$ cat src/inc/usf_defs.svh
// Constant definitions for the serial frame transceiver.
`ifndef USF_DEFS_SVH
`define USF_DEFS_SVH
// ==========================================
// Frame format codes
`define USF_CS_5      3'h0
`define USF_CS_6      3'h1
`define USF_CS_7      3'h2
`define USF_CS_8      3'h3
`define USF_CS_9      3'h7
`define USF_NB_5      4'h5
`define USF_NB_6      4'h6
`define USF_NB_7      4'h7
`define USF_NB_8      4'h8
`define USF_NB_9      4'h9
`define USF_NB_MAX    9
`define USF_PM_EN     1
`define USF_PM_ODD    0
// ==========================================
// Oversampling and baud timing
`define USF_OS_NORM   4'hF
`define USF_OS_DBL    4'h7
`define USF_MID_NORM  4'h7
`define USF_MID_DBL   4'h3
`define USF_BAUD_W    12
`define USF_BAUD_ZERO 12'h000
// ==========================================
// Receive buffer and reset levels
`define USF_RX_DEPTH  16
`define USF_LINE_IDLE 1'b1
`define USF_ZERO4     4'h0
`define USF_ONE4      4'h1
`endif

$ cat src/inc/usf_pkg.sv
// Types and shared decode functions for the serial frame transceiver.
`include "usf_defs.svh"
package usf_pkg;
    // ==========================================
    // State encodings
    typedef enum logic [2:0] {
        TX_IDLE  = 3'h0,
        TX_START = 3'h1,
        TX_DATA  = 3'h2,
        TX_PAR   = 3'h3,
        TX_STOP1 = 3'h4,
        TX_STOP2 = 3'h5
    } usf_tx_st_t;
    typedef enum logic [2:0] {
        RX_IDLE  = 3'h0,
        RX_START = 3'h1,
        RX_DATA  = 3'h2,
        RX_PAR   = 3'h3,
        RX_STOP  = 3'h4
    } usf_rx_st_t;
    // ==========================================
    // Carriers
    // Frame format shared by both directions.
    typedef struct packed {
        logic [2:0] char_size;
        logic [1:0] parity_mode;
        logic       two_stop;
    } usf_frame_cfg_t;
    // One received frame with its status, stored as a unit.
    typedef struct packed {
        logic       overrun;
        logic       framing;
        logic       parity;
        logic [8:0] data;
    } usf_rx_word_t;
    // ==========================================
    // Decode functions
    // Number of data bits for a size code; unlisted codes act as 8.
    function automatic logic [3:0] usf_nbits(input logic [2:0] cs);
        case (cs)
            `USF_CS_5: usf_nbits = `USF_NB_5;
            `USF_CS_6: usf_nbits = `USF_NB_6;
            `USF_CS_7: usf_nbits = `USF_NB_7;
            `USF_CS_9: usf_nbits = `USF_NB_9;
            default:   usf_nbits = `USF_NB_8;
        endcase
    endfunction
    // Even parity of the active data bits, inverted for odd.
    function automatic logic usf_parity(input logic [8:0] d, input logic [2:0] cs,
                                        input logic odd);
        logic p;
        p = odd;
        for (int i = 0; i < `USF_NB_MAX; i++) begin
            if (4'(i) < usf_nbits(cs)) begin
                p = p ^ d[i];
            end
        end
        usf_parity = p;
    endfunction
    // Two of three votes.
    function automatic logic usf_major(input logic [2:0] v);
        usf_major = (v[0] & v[1]) | (v[0] & v[2]) | (v[1] & v[2]);
    endfunction
endpackage

$ cat src/design/usf_core.sv
// Serial frame transmitter and receiver with a buffered receive path.
`timescale 1ns/1ps
`include "usf_defs.svh"

// ==========================================
// Receive buffer
module usf_fifo #(
    parameter int W     = 12,
    parameter int DEPTH = 16
) (
    // Clock, reset, enable and flush
    input  wire logic         core_clk_i,
    input  wire logic         rst_n_i,
    input  wire logic         ce_i,
    input  wire logic         flush_i,
    // Filling side
    input  wire logic         in_valid_i,
    output logic              in_ready_o,
    input  wire logic [W-1:0] in_data_i,
    // Draining side
    output logic              out_valid_o,
    input  wire logic         out_ready_i,
    output logic [W-1:0]      out_data_o
);
    localparam int AW = $clog2(DEPTH);
    // Whole buffer state, storage included.
    typedef struct packed {
        logic [DEPTH-1:0][W-1:0] mem;
        logic [AW-1:0]           wr;
        logic [AW-1:0]           rd;
        logic [AW:0]             cnt;
    } usf_fifo_st_t;
    usf_fifo_st_t q;    // Registered state.
    usf_fifo_st_t d;    // Next state.
    logic         push; // Accepted write.
    logic         pop;  // Accepted read.

    assign in_ready_o  = (q.cnt != (AW+1)'(DEPTH));
    assign out_valid_o = (q.cnt != '0);
    assign out_data_o  = q.mem[q.rd];
    assign push        = in_valid_i & in_ready_o;
    assign pop         = out_ready_i & out_valid_o;

    // Pointer and count update; flush wins over traffic.
    always_comb begin
        d = q;
        if (push) begin
            d.mem[q.wr] = in_data_i;
            d.wr        = q.wr + AW'(1);
        end
        if (pop) begin
            d.rd = q.rd + AW'(1);
        end
        d.cnt = q.cnt + (AW+1)'(push) - (AW+1)'(pop);
        if (flush_i) begin
            d.wr  = '0;
            d.rd  = '0;
            d.cnt = '0;
        end
    end

    // State register, frozen while the clock enable is low.
    always_ff @(posedge core_clk_i) begin
        if (!rst_n_i) begin
            q <= '0;
        end else if (ce_i) begin
            q <= d;
        end
    end
endmodule // usf_fifo

// ==========================================
// Transceiver top
module usf_core
    import usf_pkg::*;
(
    // Clock, reset, enable
    input  wire logic           core_clk_i,
    input  wire logic           rst_n_i,
    input  wire logic           ce_i,
    // Configuration
    input  wire usf_frame_cfg_t cfg_i,
    input  wire logic           sync_mode_i,
    input  wire logic           sync_master_i,
    input  wire logic           double_speed_i,
    input  wire logic           clock_polarity_sel_i,
    input  wire logic [11:0]    baud_divisor_i,
    input  wire logic           baud_lo_wr_i,
    // Control and interrupt enables
    input  wire logic           tx_enable_bit_i,
    input  wire logic           rx_enable_bit_i,
    input  wire logic           tx_empty_int_en_i,
    input  wire logic           tx_complete_int_en_i,
    input  wire logic           rx_complete_int_en_i,
    input  wire logic           global_int_en_i,
    // Transmit data port
    input  wire logic           tx_data_wr_i,
    input  wire logic [7:0]     tx_data_i,
    input  wire logic           tx_ninth_bit_i,
    input  wire logic           txc_clear_i,
    input  wire logic           txc_int_ack_i,
    // Receive data port
    input  wire logic           rx_data_rd_i,
    output logic [7:0]          rx_data_o,
    output logic                rx_ninth_bit_o,
    output logic                framing_error_flag_o,
    output logic                overrun_flag_o,
    output logic                parity_error_flag_o,
    // Flags and requests
    output logic                tx_buffer_empty_flag_o,
    output logic                tx_complete_flag_o,
    output logic                rx_complete_flag_o,
    output logic                irq_tx_empty_o,
    output logic                irq_tx_complete_o,
    output logic                irq_rx_complete_o,
    // Serial pins
    output logic                txd_o,
    output logic                txd_oe_n_o,
    input  wire logic           rxd_i,
    output logic                rxd_owned_o,
    input  wire logic           serial_clock_pin_i,
    output logic                serial_clock_pin_o,
    output logic                serial_clock_pin_oe_n_o
);
    // Full block state in one record.
    typedef struct packed {
        logic [11:0]  baud_cnt;
        logic         sclk;
        logic         sclk_in;
        logic         sclk_prev;
        logic         sclk_oe_n;
        logic         txd;
        logic         tx_active;
        usf_tx_st_t   tx_st;
        logic [3:0]   tx_os;
        logic [3:0]   tx_bit;
        logic [8:0]   tx_sh;
        logic         tx_par;
        logic [8:0]   txb_data;
        logic         txb_empty;
        logic         tx_complete_flag;
        logic         irq_tx_buffer_empty_flag;
        logic         irq_txc;
        logic         irq_rxc;
        usf_rx_st_t   rx_st;
        logic [3:0]   rx_os;
        logic [2:0]   rx_vote;
        logic [3:0]   rx_bit;
        logic [8:0]   rx_sh;
        logic         rx_par;
        logic         ovr_pend;
        logic         rx_own;
        usf_rx_word_t rx_head;
        logic         rx_complete_flag;
        logic         pop_q;
    } usf_state_t;

    usf_state_t   q;          // Registered state.
    usf_state_t   d;          // Next state.
    logic         tick;       // Baud generator pulse.
    logic [3:0]   os_top;     // Last oversample tick of a bit.
    logic [3:0]   os_mid;     // Centre oversample tick.
    logic         master_run; // Serial clock driven by this end.
    logic         edge_rise;  // Serial clock rising this cycle.
    logic         edge_fall;  // Serial clock falling this cycle.
    logic         tx_step;    // Transmit bit boundary.
    logic         rx_done;    // Receive bit decided.
    logic         rx_bitv;    // Receive bit value.
    logic [3:0]   nb;         // Active data bits.
    logic         par_en;     // Parity enabled.
    logic         par_odd;    // Odd parity selected.
    logic         frame_end;  // Last transmit bit finished.
    logic         push;       // Store a received frame.
    usf_rx_word_t push_word;  // Frame being stored.
    logic         fifo_ready; // Buffer has room.
    logic         fifo_valid; // Buffer holds a frame.
    usf_rx_word_t fifo_word;  // Oldest stored frame.
    logic         pop;        // Software read accepted.

    // ==========================================
    // Baud and serial clock decode
    // Oversample depth sets division.
    assign os_top     = double_speed_i ? `USF_OS_DBL : `USF_OS_NORM;
    assign os_mid     = double_speed_i ? `USF_MID_DBL : `USF_MID_NORM;
    assign tick       = (q.baud_cnt == `USF_BAUD_ZERO);
    assign master_run = sync_mode_i & sync_master_i & (tx_enable_bit_i | rx_enable_bit_i);
    // A master sees its own toggle; a slave sees a registered pin edge.
    assign edge_rise  = sync_master_i ? (tick & ~q.sclk) : (q.sclk_in & ~q.sclk_prev);
    assign edge_fall  = sync_master_i ? (tick & q.sclk) : (~q.sclk_in & q.sclk_prev);
    assign tx_step = sync_mode_i
        ? (clock_polarity_sel_i ? edge_fall : edge_rise)
        : (tick & (q.tx_os == os_top));
    assign rx_done = sync_mode_i
        ? (clock_polarity_sel_i ? edge_rise : edge_fall)
        : (tick & (q.rx_os == os_top));
    assign rx_bitv = sync_mode_i ? rxd_i : usf_major(q.rx_vote);
    assign nb      = usf_nbits(cfg_i.char_size);
    assign par_en  = cfg_i.parity_mode[`USF_PM_EN];
    assign par_odd = cfg_i.parity_mode[`USF_PM_ODD];
    // A software read advances the buffer once; the guard covers the
    // cycle in which the head register still shows the popped frame.
    assign pop     = rx_data_rd_i & q.rx_complete_flag & ~q.pop_q;

    // ==========================================
    // Next-state logic
    always_comb begin
        d         = q;
        frame_end = 1'b0;
        push      = 1'b0;
        push_word = '0;
        // Reload at zero or low-byte write.
        d.baud_cnt = (baud_lo_wr_i | tick) ? baud_divisor_i : q.baud_cnt - 12'h001;
        // Serial clock: master toggles per tick, slave pin is registered.
        d.sclk_in   = serial_clock_pin_i;
        d.sclk_prev = q.sclk_in;
        d.sclk_oe_n = ~master_run;
        if (!master_run) begin
            d.sclk = 1'b0;
        end else if (tick) begin
            d.sclk = ~q.sclk;
        end
        // Transmit oversample counter runs freely between frames.
        if (tick) begin
            d.tx_os = (q.tx_os == os_top) ? `USF_ZERO4 : q.tx_os + `USF_ONE4;
        end
        if (tx_data_wr_i && tx_enable_bit_i && q.txb_empty) begin
            // Ninth bit sampled with the data.
            d.txb_data  = {tx_ninth_bit_i, tx_data_i};
            d.txb_empty = 1'b0;
        end
        case (q.tx_st)
            TX_IDLE: begin
                // Waits for a bit boundary before starting.
            end
            TX_START: begin
                if (tx_step) begin
                    d.tx_st  = TX_DATA;
                    d.tx_bit = `USF_ZERO4;
                end
            end
            TX_DATA: begin
                if (tx_step) begin
                    d.tx_sh  = {1'b0, q.tx_sh[8:1]};
                    d.tx_bit = q.tx_bit + `USF_ONE4;
                    if (q.tx_bit == nb - `USF_ONE4) begin
                        d.tx_st = par_en ? TX_PAR : TX_STOP1;
                    end
                end
            end
            TX_PAR: begin
                if (tx_step) begin
                    d.tx_st = TX_STOP1;
                end
            end
            TX_STOP1: begin
                if (tx_step) begin
                    d.tx_st   = cfg_i.two_stop ? TX_STOP2 : TX_IDLE;
                    frame_end = ~cfg_i.two_stop;
                end
            end
            TX_STOP2: begin
                if (tx_step) begin
                    d.tx_st   = TX_IDLE;
                    frame_end = 1'b1;
                end
            end
            default: begin
                d.tx_st = TX_IDLE;
            end
        endcase
        if (txc_clear_i || txc_int_ack_i) begin
            d.tx_complete_flag = 1'b0;
        end
        // Load shifter when idle or ended.
        if (q.tx_active && !q.txb_empty &&
            (frame_end || (q.tx_st == TX_IDLE && tx_step))) begin
            d.tx_sh     = q.txb_data;
            d.tx_par    = usf_parity(q.txb_data, cfg_i.char_size, par_odd);
            d.txb_empty = 1'b1;
            // Next frame follows with no gap.
            d.tx_st     = TX_START;
        end else if (frame_end) begin
            // Set when nothing waits; set beats clear.
            d.tx_complete_flag = 1'b1;
        end
        // Disable waits for shifter and buffer.
        d.tx_active = tx_enable_bit_i |
                      (q.tx_active & ((d.tx_st != TX_IDLE) | ~d.txb_empty));
        // Start low, stops and idle high.
        case (d.tx_st)
            TX_START: d.txd = 1'b0;
            TX_DATA:  d.txd = d.tx_sh[0];
            TX_PAR:   d.txd = d.tx_par;
            default:  d.txd = `USF_LINE_IDLE;
        endcase
        d.irq_tx_buffer_empty_flag = d.txb_empty & tx_empty_int_en_i & global_int_en_i;
        d.irq_txc  = d.tx_complete_flag & tx_complete_int_en_i & global_int_en_i;
        // Receive oversampling and vote capture around the centre.
        if (tick) begin
            d.rx_os = (q.rx_os == os_top) ? `USF_ZERO4 : q.rx_os + `USF_ONE4;
            if (q.rx_os >= os_mid - `USF_ONE4 && q.rx_os <= os_mid + `USF_ONE4) begin
                d.rx_vote = {q.rx_vote[1:0], rxd_i};
            end
        end
        case (q.rx_st)
            RX_IDLE: begin
                if (sync_mode_i) begin
                    if (rx_done && !rxd_i) begin
                        d.rx_st  = RX_DATA;
                        d.rx_bit = `USF_ZERO4;
                    end
                end else if (!rxd_i) begin
                    d.rx_st   = RX_START;
                    d.rx_os   = `USF_ZERO4;
                    d.rx_vote = '0;
                end
            end
            RX_START: begin
                if (rx_done) begin
                    // A start that went high is noise.
                    d.rx_st  = rx_bitv ? RX_IDLE : RX_DATA;
                    d.rx_bit = `USF_ZERO4;
                end
            end
            RX_DATA: begin
                if (rx_done) begin
                    d.rx_sh  = {rx_bitv, q.rx_sh[8:1]};
                    d.rx_bit = q.rx_bit + `USF_ONE4;
                    if (q.rx_bit == nb - `USF_ONE4) begin
                        d.rx_st = par_en ? RX_PAR : RX_STOP;
                    end
                end
            end
            RX_PAR: begin
                if (rx_done) begin
                    d.rx_par = rx_bitv;
                    d.rx_st  = RX_STOP;
                end
            end
            RX_STOP: begin
                if (rx_done) begin
                    push_word.data    = q.rx_sh >> (4'(`USF_NB_MAX) - nb);
                    push_word.framing = ~rx_bitv;
                    push_word.parity  = par_en &
                        (q.rx_par != usf_parity(push_word.data, cfg_i.char_size, par_odd));
                    push_word.overrun = q.ovr_pend;
                    push              = 1'b1;
                    d.ovr_pend        = ~fifo_ready;
                    d.rx_st           = RX_IDLE;
                end
            end
            default: begin
                d.rx_st = RX_IDLE;
            end
        endcase
        d.rx_own  = rx_enable_bit_i;
        d.rx_complete_flag     = fifo_valid & rx_enable_bit_i & ~pop;
        d.rx_head = fifo_word;
        d.pop_q   = pop;
        if (!rx_enable_bit_i) begin
            d.rx_st    = RX_IDLE;
            d.ovr_pend = 1'b0;
            push       = 1'b0;
        end
        d.irq_rxc = d.rx_complete_flag & rx_complete_int_en_i & global_int_en_i;
    end

    // ==========================================
    // State register
    // Reset holds the line idle and both pins released.
    always_ff @(posedge core_clk_i) begin
        if (!rst_n_i) begin
            q           <= '0;
            q.txd       <= `USF_LINE_IDLE;
            q.txb_empty <= 1'b1;
            q.sclk_oe_n <= 1'b1;
        end else if (ce_i) begin
            q <= d;
        end
    end

    // ==========================================
    // Receive buffer instance
    // A frame finding the buffer full is dropped and marks the next one.
    usf_fifo #(
        .W     ($bits(usf_rx_word_t)),
        .DEPTH (`USF_RX_DEPTH)
    ) u_rx_fifo (
        .core_clk_i  (core_clk_i),
        .rst_n_i     (rst_n_i),
        .ce_i        (ce_i),
        .flush_i     (~rx_enable_bit_i),
        .in_valid_i  (push),
        .in_ready_o  (fifo_ready),
        .in_data_i   (push_word),
        .out_valid_o (fifo_valid),
        .out_ready_i (pop),
        .out_data_o  (fifo_word)
    );

    // ==========================================
    // Outputs, all from state flip-flops
    assign rx_data_o               = q.rx_head.data[7:0];
    assign rx_ninth_bit_o          = q.rx_head.data[8];
    assign framing_error_flag_o    = q.rx_head.framing;
    assign overrun_flag_o          = q.rx_head.overrun;
    assign parity_error_flag_o     = q.rx_head.parity;
    assign tx_buffer_empty_flag_o  = q.txb_empty;
    assign tx_complete_flag_o      = q.tx_complete_flag;
    assign rx_complete_flag_o      = q.rx_complete_flag;
    assign irq_tx_empty_o          = q.irq_tx_buffer_empty_flag;
    assign irq_tx_complete_o       = q.irq_txc;
    assign irq_rx_complete_o       = q.irq_rxc;
    assign txd_o                   = q.txd;
    assign txd_oe_n_o              = ~q.tx_active;
    assign rxd_owned_o             = q.rx_own;
    assign serial_clock_pin_o      = q.sclk;
    assign serial_clock_pin_oe_n_o = q.sclk_oe_n;
endmodule // usf_core

$ cat config.mk
export PLATFORM = sky130hd
export DESIGN_NAME = usf_core
export DESIGN_NICKNAME = d
export VERILOG_FILES = /design/src/inc/usf_pkg.sv /design/src/design/usf_core.sv
export VERILOG_INCLUDE_DIRS = /design/src /design/src/inc
export SDC_FILE = /design/constraint.sdc
export NUM_CORES = 1
export LEC_CHECK = 0
export ABC_AREA = 1
export CAP_MARGIN = 25
export CELL_PAD_IN_SITES_DETAIL_PLACEMENT = 2
export CELL_PAD_IN_SITES_GLOBAL_PLACEMENT = 2
export CORE_MARGIN = 1.5
export CORE_UTILIZATION = 39
export CTS_CLUSTER_DIAMETER = 50
export DETAILED_ROUTE_END_ITERATION = 12
export DONT_BUFFER_PORTS = 1
export PLACE_DENSITY_LB_ADDON = 0.1
export SLEW_MARGIN = 0
export SYNTH_ARGS = -nofsm -noshare
export SYNTH_HDL_FRONTEND = slang
export SYNTH_SLANG_ARGS = --single-unit
$ cat constraint.sdc
create_clock -name core_clk_i -period 5.8 [get_ports core_clk_i]
set_clock_uncertainty 0.1 [all_clocks]
set_input_delay 1.74 -clock core_clk_i [delete_from_list [all_inputs] [get_ports core_clk_i]]
set_output_delay 1.74 -clock core_clk_i [all_outputs]
set_load 0.05 [all_outputs]
======== Word-level counts from Yosys, hierarchy flattened ========
Cells that the tools add are included.
storage, ports and cells
  bits in registers ....................... 298
  input port bits ......................... 47
operators by class
  bitwise logic cells ..................... 60
  reductions and logical operators ........ 35
  mux-type cells .......................... 122
  magnitude comparators ................... 23
  add/sub/neg operators ................... 13
  equality and inequality tests ........... 39
  shifts and indexed selects .............. 1
operators with widths
  kind                                                        count
  bitwise mux 192 bit                                         1
  2-to-1 mux 1 bit                                            66
  2-to-1 mux 12 bit                                           5
  2-to-1 mux 3 bit                                            19
  binary-select mux 12 bit (select 4 bit)                     1
  demux 12 bit (select 4 bit)                                 1
  2-to-1 mux 4 bit                                            12
  2-to-1 mux 13 bit                                           3
  less-than comparator 3 x 4 -> 1 bit (first input constant)  8
  bitwise AND 1 bit                                           25
  adder 4 x 1 -> 4 bit (second input constant)                6
  equality test 3 x 2 -> 1 bit (second input constant)        7
  2-to-1 mux 7 bit                                            3
  2-to-1 mux 10 bit                                           2
  case mux 3 bit (6 select lines)                             1
  XOR 1 bit                                                   18
  equality test 4 bit                                         4
  less-than comparator 1 x 4 -> 1 bit (first input constant)  4
  less-than comparator 2 x 4 -> 1 bit (first input constant)  4
  case mux 4 bit (4 select lines)                             1
  inequality test 3 bit (second input constant)               5
  case mux 3 bit (5 select lines)                             1
  inequality test 2 bit (second input constant)               7
  equality test 3 x 1 -> 1 bit (second input constant)        4
  39 further kinds                                            85

======== Logic depth before layout (Yosys ltp) ========
Gate-level depths: netlist of run 1.
  depth in word-level cells ............... 48
  gate-level depth with buffers ........... 25

======== Cells and area by module ========
From an unflattened synthesis of run 1, not the netlist that was laid out.
second synthesis, totals
  cells, all modules ...................... 2562
  area total of the unflattened synthesis .. 16185.5 um^2
by module, submodules not included
  module    seq. area each (um^2)  area each (um^2)  cells an instance  instances
  usf_fifo  4103.9                 10689.0           1729               1
  usf_core  1861.8                 5496.5            833                1

======== Least setup slack after synthesis of run 1 ========
OpenSTA, ideal clock, no wires.
  kind .................................... input-to-reg
  start point ............................. input port cfg_i[4] (netlist bit)
  end point ............................... register u_rx_fifo.q[106] (netlist bit)
  library setup time ...................... 0.122 ns
  stages .................................. 19
  arrival time ............................ 3.987 ns
  slack ................................... 1.591 ns
  path buffers ............................ 3
  data required time ...................... 5.578 ns
  cells stage by stage .................... a21oi_1 nand2_1 buf_2 ha_1 buf_1 inv_1 nand3_1 nand3_1 nand2_1 nand3_1 nand2_1 nand2_1 nand2_1 inv_1 nand2_1 nand2_1 nand2_1 buf_2 a21oi_1
between the ends
  word-level cells in the longest chain between the ends .. 45
  elaborated cells on any way between the ends .. 59
RTL lines
  what                                                                     RTL line                          source
  start: declaration                                                       usf_core.sv:82                    input wire usf_frame_cfg_t cfg_i,
  equality test 3 bit, or another cell as far along                        usf_pkg.sv:40                     case (cs)
  case mux 4 bit (4 select lines) (*)                                      usf_pkg.sv:40
  subtractor 4 bit / 2-to-1 mux 4 bit (equally long branches)              usf_core.sv:342, usf_core.sv:341
  >> shifter 9 x 4 -> 9 bit / 2-to-1 mux 4 bit (equally long branches)     usf_core.sv:342, usf_core.sv:305
  XOR 1 bit / less-than comparator 1 x 4 -> 1 bit (equally long branches)  usf_pkg.sv:55, usf_pkg.sv:54
  2-to-1 mux 1 bit                                                         usf_pkg.sv:54                     if (4'(i) < usf_nbits(cs)) begin
  2-to-1 mux 1 bit                                                         usf_core.sv:341                   if (rx_done) begin
  2-to-1 mux 1 bit                                                         usf_core.sv:305                   case (q.rx_st)
  (+29 left out)                                                           -
  2-to-1 mux 1 bit (*)                                                     usf_pkg.sv:54
  2-to-1 mux 1 bit (*)                                                     usf_core.sv:341
  2-to-1 mux 1 bit (*)                                                     usf_core.sv:305
  inequality test 1 bit (*)                                                usf_core.sv:345                   (q.rx_par != usf_parity(push_word.data, cfg_i.char_size, par_odd));
  bitwise AND 1 bit (*)                                                    usf_core.sv:344                   push_word.parity = par_en &
  2-to-1 mux 12 bit (*)                                                    usf_core.sv:341
  2-to-1 mux 12 bit (*)                                                    usf_core.sv:305
  bitwise mux 192 bit (*)                                                  usf_core.sv:48                    d.mem[q.wr] = in_data_i;
  end signal: assignment                                                   usf_core.sv:65                    q <= '0;
  end signal: assignment                                                   usf_core.sv:67                    q <= d;
  end: declaration                                                         usf_core.sv:33                    usf_fifo_st_t q;
Every way passes the cells marked *; elsewhere a longest branch is shown, timed or not. The select of a mux whose other input is x is not followed.
A chain may end at the register's enable or synchronous reset.

======== Worst setup path in the final report of run 1 ========
  start point ............................. input port cfg_i[4] (netlist bit)
  end point ............................... register u_rx_fifo.q[82] (netlist bit)
The elaborated chain is that of the path after synthesis.

==> flow_summary_export.csv, run 1 <==
group,metric,value,unit
floorplan,rows,71,
timing,clock.fmax,0.224,GHz
route,postRouteAntennaNets,0,
floorplan,die_w,198,µm
timing,fin_setup_tns,0,ns
worst_setup_path,crit_type,"in2reg",
worst_setup_path,cp_common_cell,"nand2_1",
timing,holdWs,0.356,ns
power,total_power,5.37,mW
route,wl_per_cell,21.2,µm
power,powerDensity,321,nW/µm²
place,pre_cts_slack,0.846,ns
synthesis,synth_nets,2284,
timing,hold_violations,0,
grt,grt_pass1_wl,91.6,mm
worst_setup_path,ff2ff_path_depth,17,
worst_setup_path,critPathTopFamily,"simple AND/OR/NAND/NOR gates",
worst_setup_path,reg2reg_to,"u_rx_fifo.q[32]$_SDFFE_PN0P_",
synthesis,syn_area_per_cell,6.71,µm²
place,gp_congestion,0.842,
grt,first_global_vias,16592,
timing,fin_crit_sh,77.0,%
floorplan,initial_core_util,39.5,%
clock_tree,clk_latency,0.57,ns
finish,largest_register,"u_rx_fifo.q",
worst_setup_path,worstReg2RegStart,"q[81]$_SDFFE_PN0P_",
route,firstDrtPassIters,5,
clock_tree,cts_tree,"built",
worst_setup_path,timing.reg2reg.setup_slack,1.88,ns
worst_setup_path,cp.arrival,4.78,ns
clock_tree,cts_buffer_depth,3,
worst_setup_path,cp_max_fo,16,
worst_setup_path,cp-end-kind,"flop",
worst_hold_path,hold_depth,2,
floorplan,io_pins,70,
clock_tree,cts.sinks,298,
clock_tree,clkSlewWorstSetupHoldPaths,0.05,ns
floorplan,core_area,37600,µm²
worst_setup_path,critPathRequiredTime,6.12,ns
timing,rsz0062_at_grt,"false",
worst_setup_path,cp-start-kind,"primary input",
floorplan,die-area,39300,µm²
clock_tree,cts_resized,0,
finish,layout-drive-gt1-share,5.93,%
synthesis,syn_area,14900,µm²
synthesis,ys.warnings.count,0,
status,status,"finished, final reports clean",
synthesis,yosysSeqAreaShare,40.2,%
timing,setup_ws,1.33,ns
grt,grt_max_degree,229,
timing,fin_crit,4.47,ns
worst_hold_path,holdCritStartpoint,"u_rx_fifo.q[128]$_SDFFE_PN0P_",
floorplan,die_y,198,µm
clock_tree,cts_buffers,45,
clock_tree,post_cts_buffers,0,
power,p_leak,6.76,nW
clock_tree,hold_buffers,0,
timing,max_slew_margin,36.2,%
synthesis,synthFlopType,"dfxtp_1",
synthesis,ys_types,43,
place,hpwl,36.6,mm
synthesis,yosysMostFrequentCell,"nor2_1",
synthesis,yosysTopAreaCell,"dfxtp_1",
worst_hold_path,holdPathEnd,"u_rx_fifo.q[128]$_SDFFE_PN0P_",
route,drt_wl_total,57.3,mm
job,drv_cap,0,
timing,maxSlewViolCount,0,
synthesis,ys_seq_elements,298,
grt,antenna_found_initial,0,
worst_setup_path,slowest_delay,0.49,ns
synthesis,yosys.area.top_type_share,40.2,%
power,vdd_drop_max,0.209,mV
synthesis,synthCells,2213,
synthesis,synth_edf_count,0,
synthesis,synth_area_leaders,"dfxtp_1, nor2_1, o21ai_0",
route,viasPerCell,5.67,
finish,synthToLayoutAreaGrowth,12.5,%
worst_setup_path,worstPathCellList,"a21oi_1 -> nand2_1 -> ha_1 -> inv_1 -> nand2_1 -> nand2_1 -> inv_1 -> a21oi_1 -> nand3_1 -> nand2_1 -> nand3_1 -> nand2_1 -> nand2_1 -> nand2_1 -> inv_1 -> nand2_1 -> nand2_1 -> nand2_1 -> a21oi_1",
timing,worst_pin_slew,0.955,ns
worst_setup_path,path_buf_inv,3,
worst_setup_path,crit_slowest_cell,"nand2_1",
synthesis,yosys-top-cells-count,"nor2_1, o21ai_0, dfxtp_1",
worst_hold_path,hp-class,"reg2reg",
route,drc,0,
grt,grt-ovfl-total,0,
clock_tree,h-tree-depth,2,
clock_tree,cts_root_buf,"clkbuf_16",
timing,setup_viol,0,
finish,fin_nets,2226,
grt,grt_usage,29.6,%
finish,largest_reg_flops,205,
synthesis,synthArstFlopShare,0,%
route,drt_iter0_markers,748,
route,num_vias,15324,
place,port_buffers,0,
## per-layer routing
layer | vias to the layer above | share of wire [%] | global-route usage [%]
met2 | 226 | 49 | 52.3
li1 | 7208 | - | -
met3 | 84 | 3.3 | 3.44
met5 | - | 0 | 0
met1 | 7806 | 45 | 37.6
met4 | 0 | 2.1 | 8.79
## how the worst max path moves through the flow
stage | start | endpoint | cells after the start
after floorplan | cfg_i[4] | u_rx_fifo.q[106]$_SDFFE_PN0P_ | 19
after global placement | cfg_i[4] | u_rx_fifo.q[154]$_SDFFE_PN0P_ | 21
after detailed placement | cfg_i[4] | u_rx_fifo.q[178]$_SDFFE_PN0P_ | 19
after CTS | cfg_i[4] | u_rx_fifo.q[82]$_SDFFE_PN0P_ | 16
after global routing | cfg_i[4] | u_rx_fifo.q[142]$_SDFFE_PN0P_ | 21
final | cfg_i[4] | u_rx_fifo.q[82]$_SDFFE_PN0P_ | 19
## worst min-delay path: stages, from the launching register on
cell,delay [ns]
dfxtp_1,0.29
inv_1,0.06
a21oi_1,0.06
## stage by stage
| stage | instances | util, % | instance area [µm²] |
|---|---|---|---|
| finish | 2703 | 44.5 | 16700 |
| global route | 2702 | 44.5 | 16700 |
| CTS | 2700 | 44.4 | 16700 |
| detailed placement | 2617 | 40.3 | 15100 |
| floorplan | 2213 | - | 14900 |
| global placement | 2617 | 40.3 | 15100 |
## where the power goes
group,internal (mW),switching [mW]
clock,1.78,1.07
combinational,0.117,0.261
sequential,2.08,0.0583
## cells in the final DEF (no fill, tap or decap), types with 3 or more instances in the layout
cell / count
a211oi_1: 6
a21oi_1: 136
a31oi_1: 9
buf_4: 35
bufinv_16: 5
clkbuf_1: 7
clkbuf_16: 45
clkbuf_8: 9
clkinv_1: 6
clkinv_2: 4
clkinv_4: 3
clkinvlp_4: 4
dfxtp_1: 296
ha_1: 23
inv_1: 166
inv_2: 4
inv_6: 6
nand2_1: 261
nand2_2: 4
nand3_1: 129
nand4_1: 25
nor2_1: 522
nor3_1: 10
nor3b_1: 4
nor4_1: 3
o211ai_1: 14
o21ai_0: 357
o221ai_1: 19
o22ai_1: 28
o311ai_0: 3
xnor2_1: 11
xor2_1: 16
## cell families (layout without fill, tap and decap cells)
family,count (synthesis),in the layout,share of synthesized area (%)
and+or+nand+nor,968,968,26.7
AOI/OAI and AO/OA,579,579,20.9
buffers and inverters,317,295,8.59
DFF,298,298,40.2
xor gates and xnor gates,27,27,1.59
adders and majority gates,24,24,2.07
other,0,1,0
## layout make-up
class                      count  area (µm²)
antenna                        1        2.50
multi-input combinational   1598        7620
timing repair buffer          36         268
clock inverter                22         279
tap                          511         639
inverter                     176         661
sequential                   298        5970
fill                        4429       20900
clock buffer                  61        1280
Note: power is estimated with default switching activity, not from simulation.
==> run 2, diff against run 1 <==
--- a/config.mk
+++ b/config.mk
@@ -6,12 +6,12 @@
 export SDC_FILE = /design/constraint.sdc
 export NUM_CORES = 1
 export LEC_CHECK = 0
-export ABC_AREA = 1
+export ABC_AREA = 0
 export CAP_MARGIN = 25
 export CELL_PAD_IN_SITES_DETAIL_PLACEMENT = 2
 export CELL_PAD_IN_SITES_GLOBAL_PLACEMENT = 2
 export CORE_MARGIN = 1.5
-export CORE_UTILIZATION = 39
+export CORE_UTILIZATION = 40
 export CTS_CLUSTER_DIAMETER = 50
 export DETAILED_ROUTE_END_ITERATION = 12
 export DONT_BUFFER_PORTS = 1
==> constraint.sdc (replaced) <==
create_clock -name core_clk_i -period 4.3 [get_ports core_clk_i]
set_clock_uncertainty 0.1 [all_clocks]
set_input_delay 1.29 -clock core_clk_i [delete_from_list [all_inputs] [get_ports core_clk_i]]
set_output_delay 1.29 -clock core_clk_i [all_outputs]
set_load 0.05 [all_outputs]
==> flow_summary_export.csv, run 2 <==
group,metric,value,unit
place,port_buffers,0,
clock_tree,clkSlewWorstSetupHoldPaths,0.06,ns
grt,grt_pass1_wl,80.4,mm
worst_setup_path,critPathTopFamily,"simple AND/OR/NAND/NOR gates",
synthesis,yosys-top-cells-count,"nand2_1, dfxtp_1, a21boi_0",
synthesis,syn_area_per_cell,8.77,µm²
finish,fill_cells,4086,
worst_setup_path,critPathRequiredTime,4.64,ns
clock_tree,cts_buffer_depth,3,
grt,first_global_vias,13851,
timing,max_slew_margin,36.3,%
worst_setup_path,worstReg2RegStart,"q[81]$_SDFFE_PN0P_",
finish,final_cell_mix,"nand2_1, dfxtp_1, a21boi_0, nor2b_1, mux2i_1",
timing,fin_setup_tns,0,ns
power,total_power,6.85,mW
power,power_frac_comb,5.6,%
floorplan,initial_core_util,40.7,%
worst_hold_path,hold_depth,2,
synthesis,yosys.area.top_type_share,38.9,%
synthesis,synthCells,1748,
synthesis,synth_edf_count,0,
floorplan,rows,71,
route,viasPerCell,5.76,
power,swShare,23.9,%
worst_setup_path,slowest_delay,0.63,ns
worst_setup_path,cp.depth,18,
worst_setup_path,crit_slowest_cell,"nor4_2",
synthesis,ys_types,78,
floorplan,die-area,39500,µm²
grt,antenna_found_initial,1,
status,status,"finished, final reports clean",
synthesis,synthFlopType,"dfxtp_1",
floorplan,die_w,199,µm
worst_hold_path,holdCritStartpoint,"u_rx_fifo.q[27]$_SDFFE_PN0P_",
finish,fin_nets,1769,
timing,rsz0062_at_grt,"false",
worst_setup_path,cp-end-kind,"flop",
finish,layout-drive-gt1-share,12.2,%
synthesis,ys.warnings.count,0,
power,clkPwrFrac,53.3,%
route,num_vias,12910,
finish,largest_reg_flops,205,
grt,grt_usage,26.4,%
floorplan,die_y,199,µm
power,p_leak,5.75,nW
floorplan,core_area,37700,µm²
finish,mostFrequentLayoutCell,"nand2_1",
power,p_int,5.22,mW
route,drt_wl_total,50.9,mm
synthesis,synthArstFlopShare,0,%
place,hpwl,32.9,mm
route,wl_per_cell,22.7,µm
worst_setup_path,cp_common_cell,"nand2_1",
clock_tree,cts_tree,"built",
power,switchingPower,1.63,mW
worst_setup_path,cp_max_fo,5,
grt,grt_max_degree,297,
worst_setup_path,path_buf_inv,1,
power,p_seq_share,41.2,%
worst_setup_path,crit_type,"reg2reg",
clock_tree,cts_root_buf,"clkbuf_16",
clock_tree,hold_buffers,0,
timing,fin_crit,3.74,ns
timing,worst_pin_slew,0.954,ns
route,firstDrtPassIters,5,
job,drv_cap,0,
route,drc,0,
floorplan,io_pins,70,
route,postRouteAntennaNets,0,
synthesis,yosysTopAreaCell,"dfxtp_1",
place,gp_congestion,0.775,
clock_tree,cts_buffers,43,
timing,clock.fmax,0.268,GHz
worst_setup_path,cp-startpoint,"q[81]$_SDFFE_PN0P_",
synthesis,syn_area,15300,µm²
timing,hold_violations,0,
synthesis,synth_nets,1819,
worst_hold_path,hp-class,"reg2reg",
synthesis,ys_seq_elements,298,
timing,maxSlewViolCount,0,
finish,largest_register,"u_rx_fifo.q",
clock_tree,h-tree-depth,2,
power,powerDensity,398,nW/µm²
worst_setup_path,cp.arrival,4.08,ns
finish,synthToLayoutAreaGrowth,12.4,%
clock_tree,clk_latency,0.56,ns
timing,setup_viol,0,
finish,postLayoutCoreUtil,45.7,%
synthesis,yosysSeqAreaShare,38.9,%
synthesis,yosysMostFrequentCell,"nand2_1",
timing,fin_crit_sh,86.9,%
route,drt_iter0_markers,645,
worst_setup_path,ff2ff_path_depth,18,
finish,diodes,0,
worst_setup_path,cp-start-kind,"flop",
clock_tree,cts_resized,0,
power,vdd_drop_max,0.263,mV
worst_setup_path,worstPathCellList,"inv_1 -> ha_1 -> or4b_4 -> nor4_2 -> nand2_1 -> o21ai_1 -> and3_1 -> and3_1 -> ha_1 -> fa_1 -> a21oi_1 -> nor2_1 -> nor2_1 -> xnor2_1 -> nand2_1 -> nand2_1 -> a21oi_1 -> nor2b_1",
grt,grt-ovfl-total,0,
clock_tree,post_cts_buffers,0,
synthesis,synth_area_leaders,"dfxtp_1, nand2_1, mux4_2",
clock_tree,cts.sinks,298,
## run 2: changes by cell type after synthesis, moves of 80 or more
cell and change:
o21ai_0 -313, a21oi_1 -96, nand2_1 +128, nor2_1 -470, a21boi_0 +157, nor2b_1 +95, inv_1 -134, nand3_1 -80
## run 2: logic make-up after synthesis
| family | Yosys count | share of synthesized area [%] |
|---|---|---|
| buffers and inverters | 181 | 4.91 |
| adder cells (fa/ha/maj) | 25 | 2.07 |
| AO/OA/AOI/OAI | 370 | 17.2 |
| flip-flops | 298 | 38.9 |
| AND/OR/NAND/NOR | 719 | 22.0 |
| multiplexers | 124 | 13.1 |
| XOR/XNOR | 31 | 1.82 |
## run 2: path summary, 6_finish.rpt
kind                                                      to  slack (ns)
worst max register to register   u_rx_fifo.q[4]$_SDFFE_PN0P_        0.56
worst min register to register  u_rx_fifo.q[27]$_SDFFE_PN0P_        0.36
worst max-delay path             u_rx_fifo.q[4]$_SDFFE_PN0P_        0.56
worst min-delay path            u_rx_fifo.q[27]$_SDFFE_PN0P_        0.36
## run 2: final cells by class
| cell class | instances | area, µm² | area share [%] |
|---|---|---|---|
| clock inverter | 23 | 277 | 1.61 |
| clock buffer | 54 | 1190 | 6.90 |
| inverter | 35 | 131 | 0.763 |
| sequential | 298 | 5970 | 34.7 |
| multi-input combinational | 1269 | 8630 | 50.1 |
| tap | 511 | 639 | 3.71 |
| timing repair buffer | 51 | 383 | 2.22 |
## run 2: power by group through the flow
stage / sequential (mW) / combinational [mW] / clock [mW]
after global routing: 2.82 / 0.421 / 3.86
final: 2.82 / 0.381 / 3.65
after CTS: 2.82 / 0.383 / 3.73
after global placement: 2.88 / 0.366 / 0
after floorplan: 2.87 / 0.333 / 0
after detailed placement: 2.88 / 0.377 / 0
## run 2: stage by stage
stage / setup slack (ns) / instances / hold WS [ns] / instance area (µm²)
floorplan: 0.0566 / 1748 / 0.328 / 15300
finish: 0.564 / 2241 / 0.357 / 17200
global route: 0.302 / 2241 / 0.382 / 17200
global placement: 0.332 / 2164 / 0.334 / 15800
detailed placement: 0.212 / 2164 / 0.354 / 15800
CTS: 0.550 / 2241 / 0.361 / 17200
## run 2: tightest hold or removal path, cell delays in order, from the launching register on
cell,delay (ns)
dfxtp_1,0.31
nand2_1,0.05
a21boi_1,0.05
## run 2: per-layer routing
layer  GRT usage [%]  wire length [µm]  vias up
met1            34.2             23300     6613
met4            6.57               966        2
met3            4.65              2130       69
met2            45.3             24500      232
li1                -                 -     5994
met5               0                13        -
==> run 3, diff against run 2 <==
==> constraint.sdc (replaced) <==
create_clock -name core_clk_i -period 4.3 [get_ports core_clk_i]
set_clock_uncertainty 0.1 [all_clocks]
set_input_delay 0.215 -clock core_clk_i [delete_from_list [all_inputs] [get_ports core_clk_i]]
set_output_delay 0.215 -clock core_clk_i [all_outputs]
set_load 0.05 [all_outputs]
==> flow_summary_export.csv, run 3 (synthesized netlist as in run 2, its figures left out) <==
group,metric,value,unit
timing,max_slew_margin,13.2,%
worst_setup_path,cp-end-kind,"flop",
grt,grt_max_degree,296,
timing,fin_crit,3.95,ns
finish,synthToLayoutAreaGrowth,14.5,%
grt,antenna_found_initial,2,
finish,register_area,5970,µm²
power,p_int,5.03,mW
worst_setup_path,critPathTopFamily,"simple AND/OR/NAND/NOR gates",
finish,final_cell_mix,"nand2_1, dfxtp_1, a21boi_0, nor2b_1, mux2i_1",
route,drc,0,
worst_setup_path,worstPathCellList,"inv_1 -> ha_1 -> or4b_4 -> nor4_2 -> nand2_1 -> o21ai_1 -> and3_2 -> and3_1 -> ha_1 -> fa_1 -> a21oi_1 -> nor2_1 -> nor2_1 -> xnor2_1 -> nand2_1 -> nand2_1 -> a21oi_1 -> nor2b_1",
timing,maxSlewViolCount,0,
power,p_leak,5.85,nW
floorplan,core_area,37700,µm²
worst_setup_path,slowest_delay,0.56,ns
grt,first_global_vias,14250,
timing,setup_viol,0,
floorplan,die_y,199,µm
clock_tree,clkSlewWorstSetupHoldPaths,0.06,ns
clock_tree,cts_buffers,41,
clock_tree,cts_root_buf,"clkbuf_16",
power,power_frac_comb,7.4,%
power,total_power,6.74,mW
job,drv_cap,0,
place,hpwl,32.8,mm
finish,largest_reg_flops,205,
route,firstDrtPassIters,5,
power,swShare,25.4,%
grt,grt-ovfl-total,0,
finish,fin_nets,1802,
power,vdd_drop_max,0.343,mV
status,violations,"hold timing",
floorplan,die_w,199,µm
worst_setup_path,crit_type,"reg2reg",
route,viasPerCell,5.73,
worst_setup_path,critPathRequiredTime,4.69,ns
worst_setup_path,cp.arrival,4.34,ns
timing,fin_crit_sh,91.8,%
timing,fin_setup_tns,0,ns
worst_setup_path,crit_slowest_cell,"nor4_2",
floorplan,io_pins,70,
clock_tree,clk_latency,0.57,ns
power,clkPwrFrac,50.8,%
clock_tree,post_cts_buffers,0,
route,wl_per_cell,23.0,µm
finish,fill_cells,4090,
power,p_seq_share,41.9,%
finish,diodes,0,
clock_tree,h-tree-depth,2,
route,postRouteAntennaNets,0,
timing,clock.fmax,0.253,GHz
route,drt_iter0_markers,588,
floorplan,die-area,39500,µm²
grt,grt_usage,27.1,%
timing,hold_violations,2,
power,switchingPower,1.71,mW
timing,rsz0062_at_grt,"false",
worst_setup_path,cp-start-kind,"flop",
status,status,"finished, violations left",
finish,final_cell_area,17500,µm²
place,gp_congestion,0.774,
clock_tree,cts_buffer_depth,3,
place,placed_cell_area,15600,µm²
power,powerDensity,384,nW/µm²
worst_setup_path,cp_common_cell,"nand2_1",
clock_tree,cts_tree,"built",
grt,grt_pass1_wl,82.9,mm
worst_setup_path,cp_max_fo,6,
floorplan,rows,71,
finish,mostFrequentLayoutCell,"nand2_1",
worst_setup_path,path_buf_inv,1,
finish,largest_register,"u_rx_fifo.q",
place,port_buffers,0,
finish,layout-drive-gt1-share,11.2,%
floorplan,initial_core_util,40.7,%
finish,multi_input_area,8620,µm²
worst_hold_path,hp-class,"in2reg",
route,num_vias,13040,
route,drt_wl_total,52.3,mm
timing,worst_pin_slew,1.30,ns
timing,holdWs,-0.0606,ns
clock_tree,cts.sinks,298,
[run 3: changes by cell type in the layout (fill, tap and decap cells not counted), sizes merged]
cell	change
buf	-11
bufinv	-3
clkbuf	+1
clkinv	+4
clkinvlp	-1
dlygate4sd3	+45
inv	-2
[run 3: power groups by stage]
stage	clock (mW)	combinational [mW]	sequential, mW
final	3.42	0.496	2.82
after detailed placement	0	0.378	2.88
after CTS	3.49	0.484	2.82
after floorplan	0	0.330	2.87
after global placement	0	0.368	2.88
after global routing	3.62	0.537	2.83
[run 3: metrics by stage]
step	setup slack [ns]	hold slack [ns]	cells	util [%]
floorplan	0.898	0.260	1748	-
finish	0.352	-0.0606	2274	46.6
global route	0.0575	0.000478	2274	46.6
CTS	0.191	0.00734	2272	46.5
global placement	0.602	0.204	2150	41.5
detailed placement	0.397	0.213	2150	41.5
[run 3: path summary, 6_finish.rpt]
check	startpoint	to	slack [ns]	cells past startpoint
worst max-delay path	q[82]$_SDFFE_PN0P_	u_rx_fifo.q[4]$_SDFFE_PN0P_	0.35	18
worst max register to register	q[82]$_SDFFE_PN0P_	u_rx_fifo.q[4]$_SDFFE_PN0P_	0.35	18
worst min-delay path	tx_data_wr_i	q[46]$_SDFFE_PN0P_	-0.06	4
worst min register to register	q[55]$_SDFFE_PN0P_	q[55]$_SDFFE_PN0P_	0.36	2
[run 3: layer usage]
metal  vias to the layer above  global-route usage (%)  share of wire (%)
li1                       6061                       -                  -
met3                        88                    4.34                3.3
met5                         -                       0              0.044
met1                      6712                    35.6                 46
met4                         4                    7.46                2.2
met2                       175                    46.0                 48
[run 3: final cells by class]
cell class / instances / share of cell area [%]
Multi-Input combinational cell: 1269 / 49.2
Sequential cell: 298 / 34.0
Tap cell: 511 / 3.64
Clock buffer: 54 / 6.65
Timing Repair Buffer: 86 / 4.66
Inverter: 35 / 0.749
Clock inverter: 21 / 1.10
[run 3: worst reg2reg max path, stage by stage (launching register included)]
cell	delay, ns
dfxtp_1	0.32
inv_1	0.07
ha_1	0.19
or4b_4	0.52
nor4_2	0.56
nand2_1	0.19
o21ai_1	0.15
and3_2	0.33
and3_1	0.21
ha_1	0.20
fa_1	0.23
a21oi_1	0.08
nor2_1	0.09
nor2_1	0.07
xnor2_1	0.19
nand2_1	0.09
nand2_1	0.10
a21oi_1	0.07
nor2b_1	0.12
[run 3: timing repair]
item,4_1_cts,5_1_grt
resized for setup,0,1
endpoints found under the hold margin,298,0
hold buffers,47,0
endpoints found under the setup margin,0,1
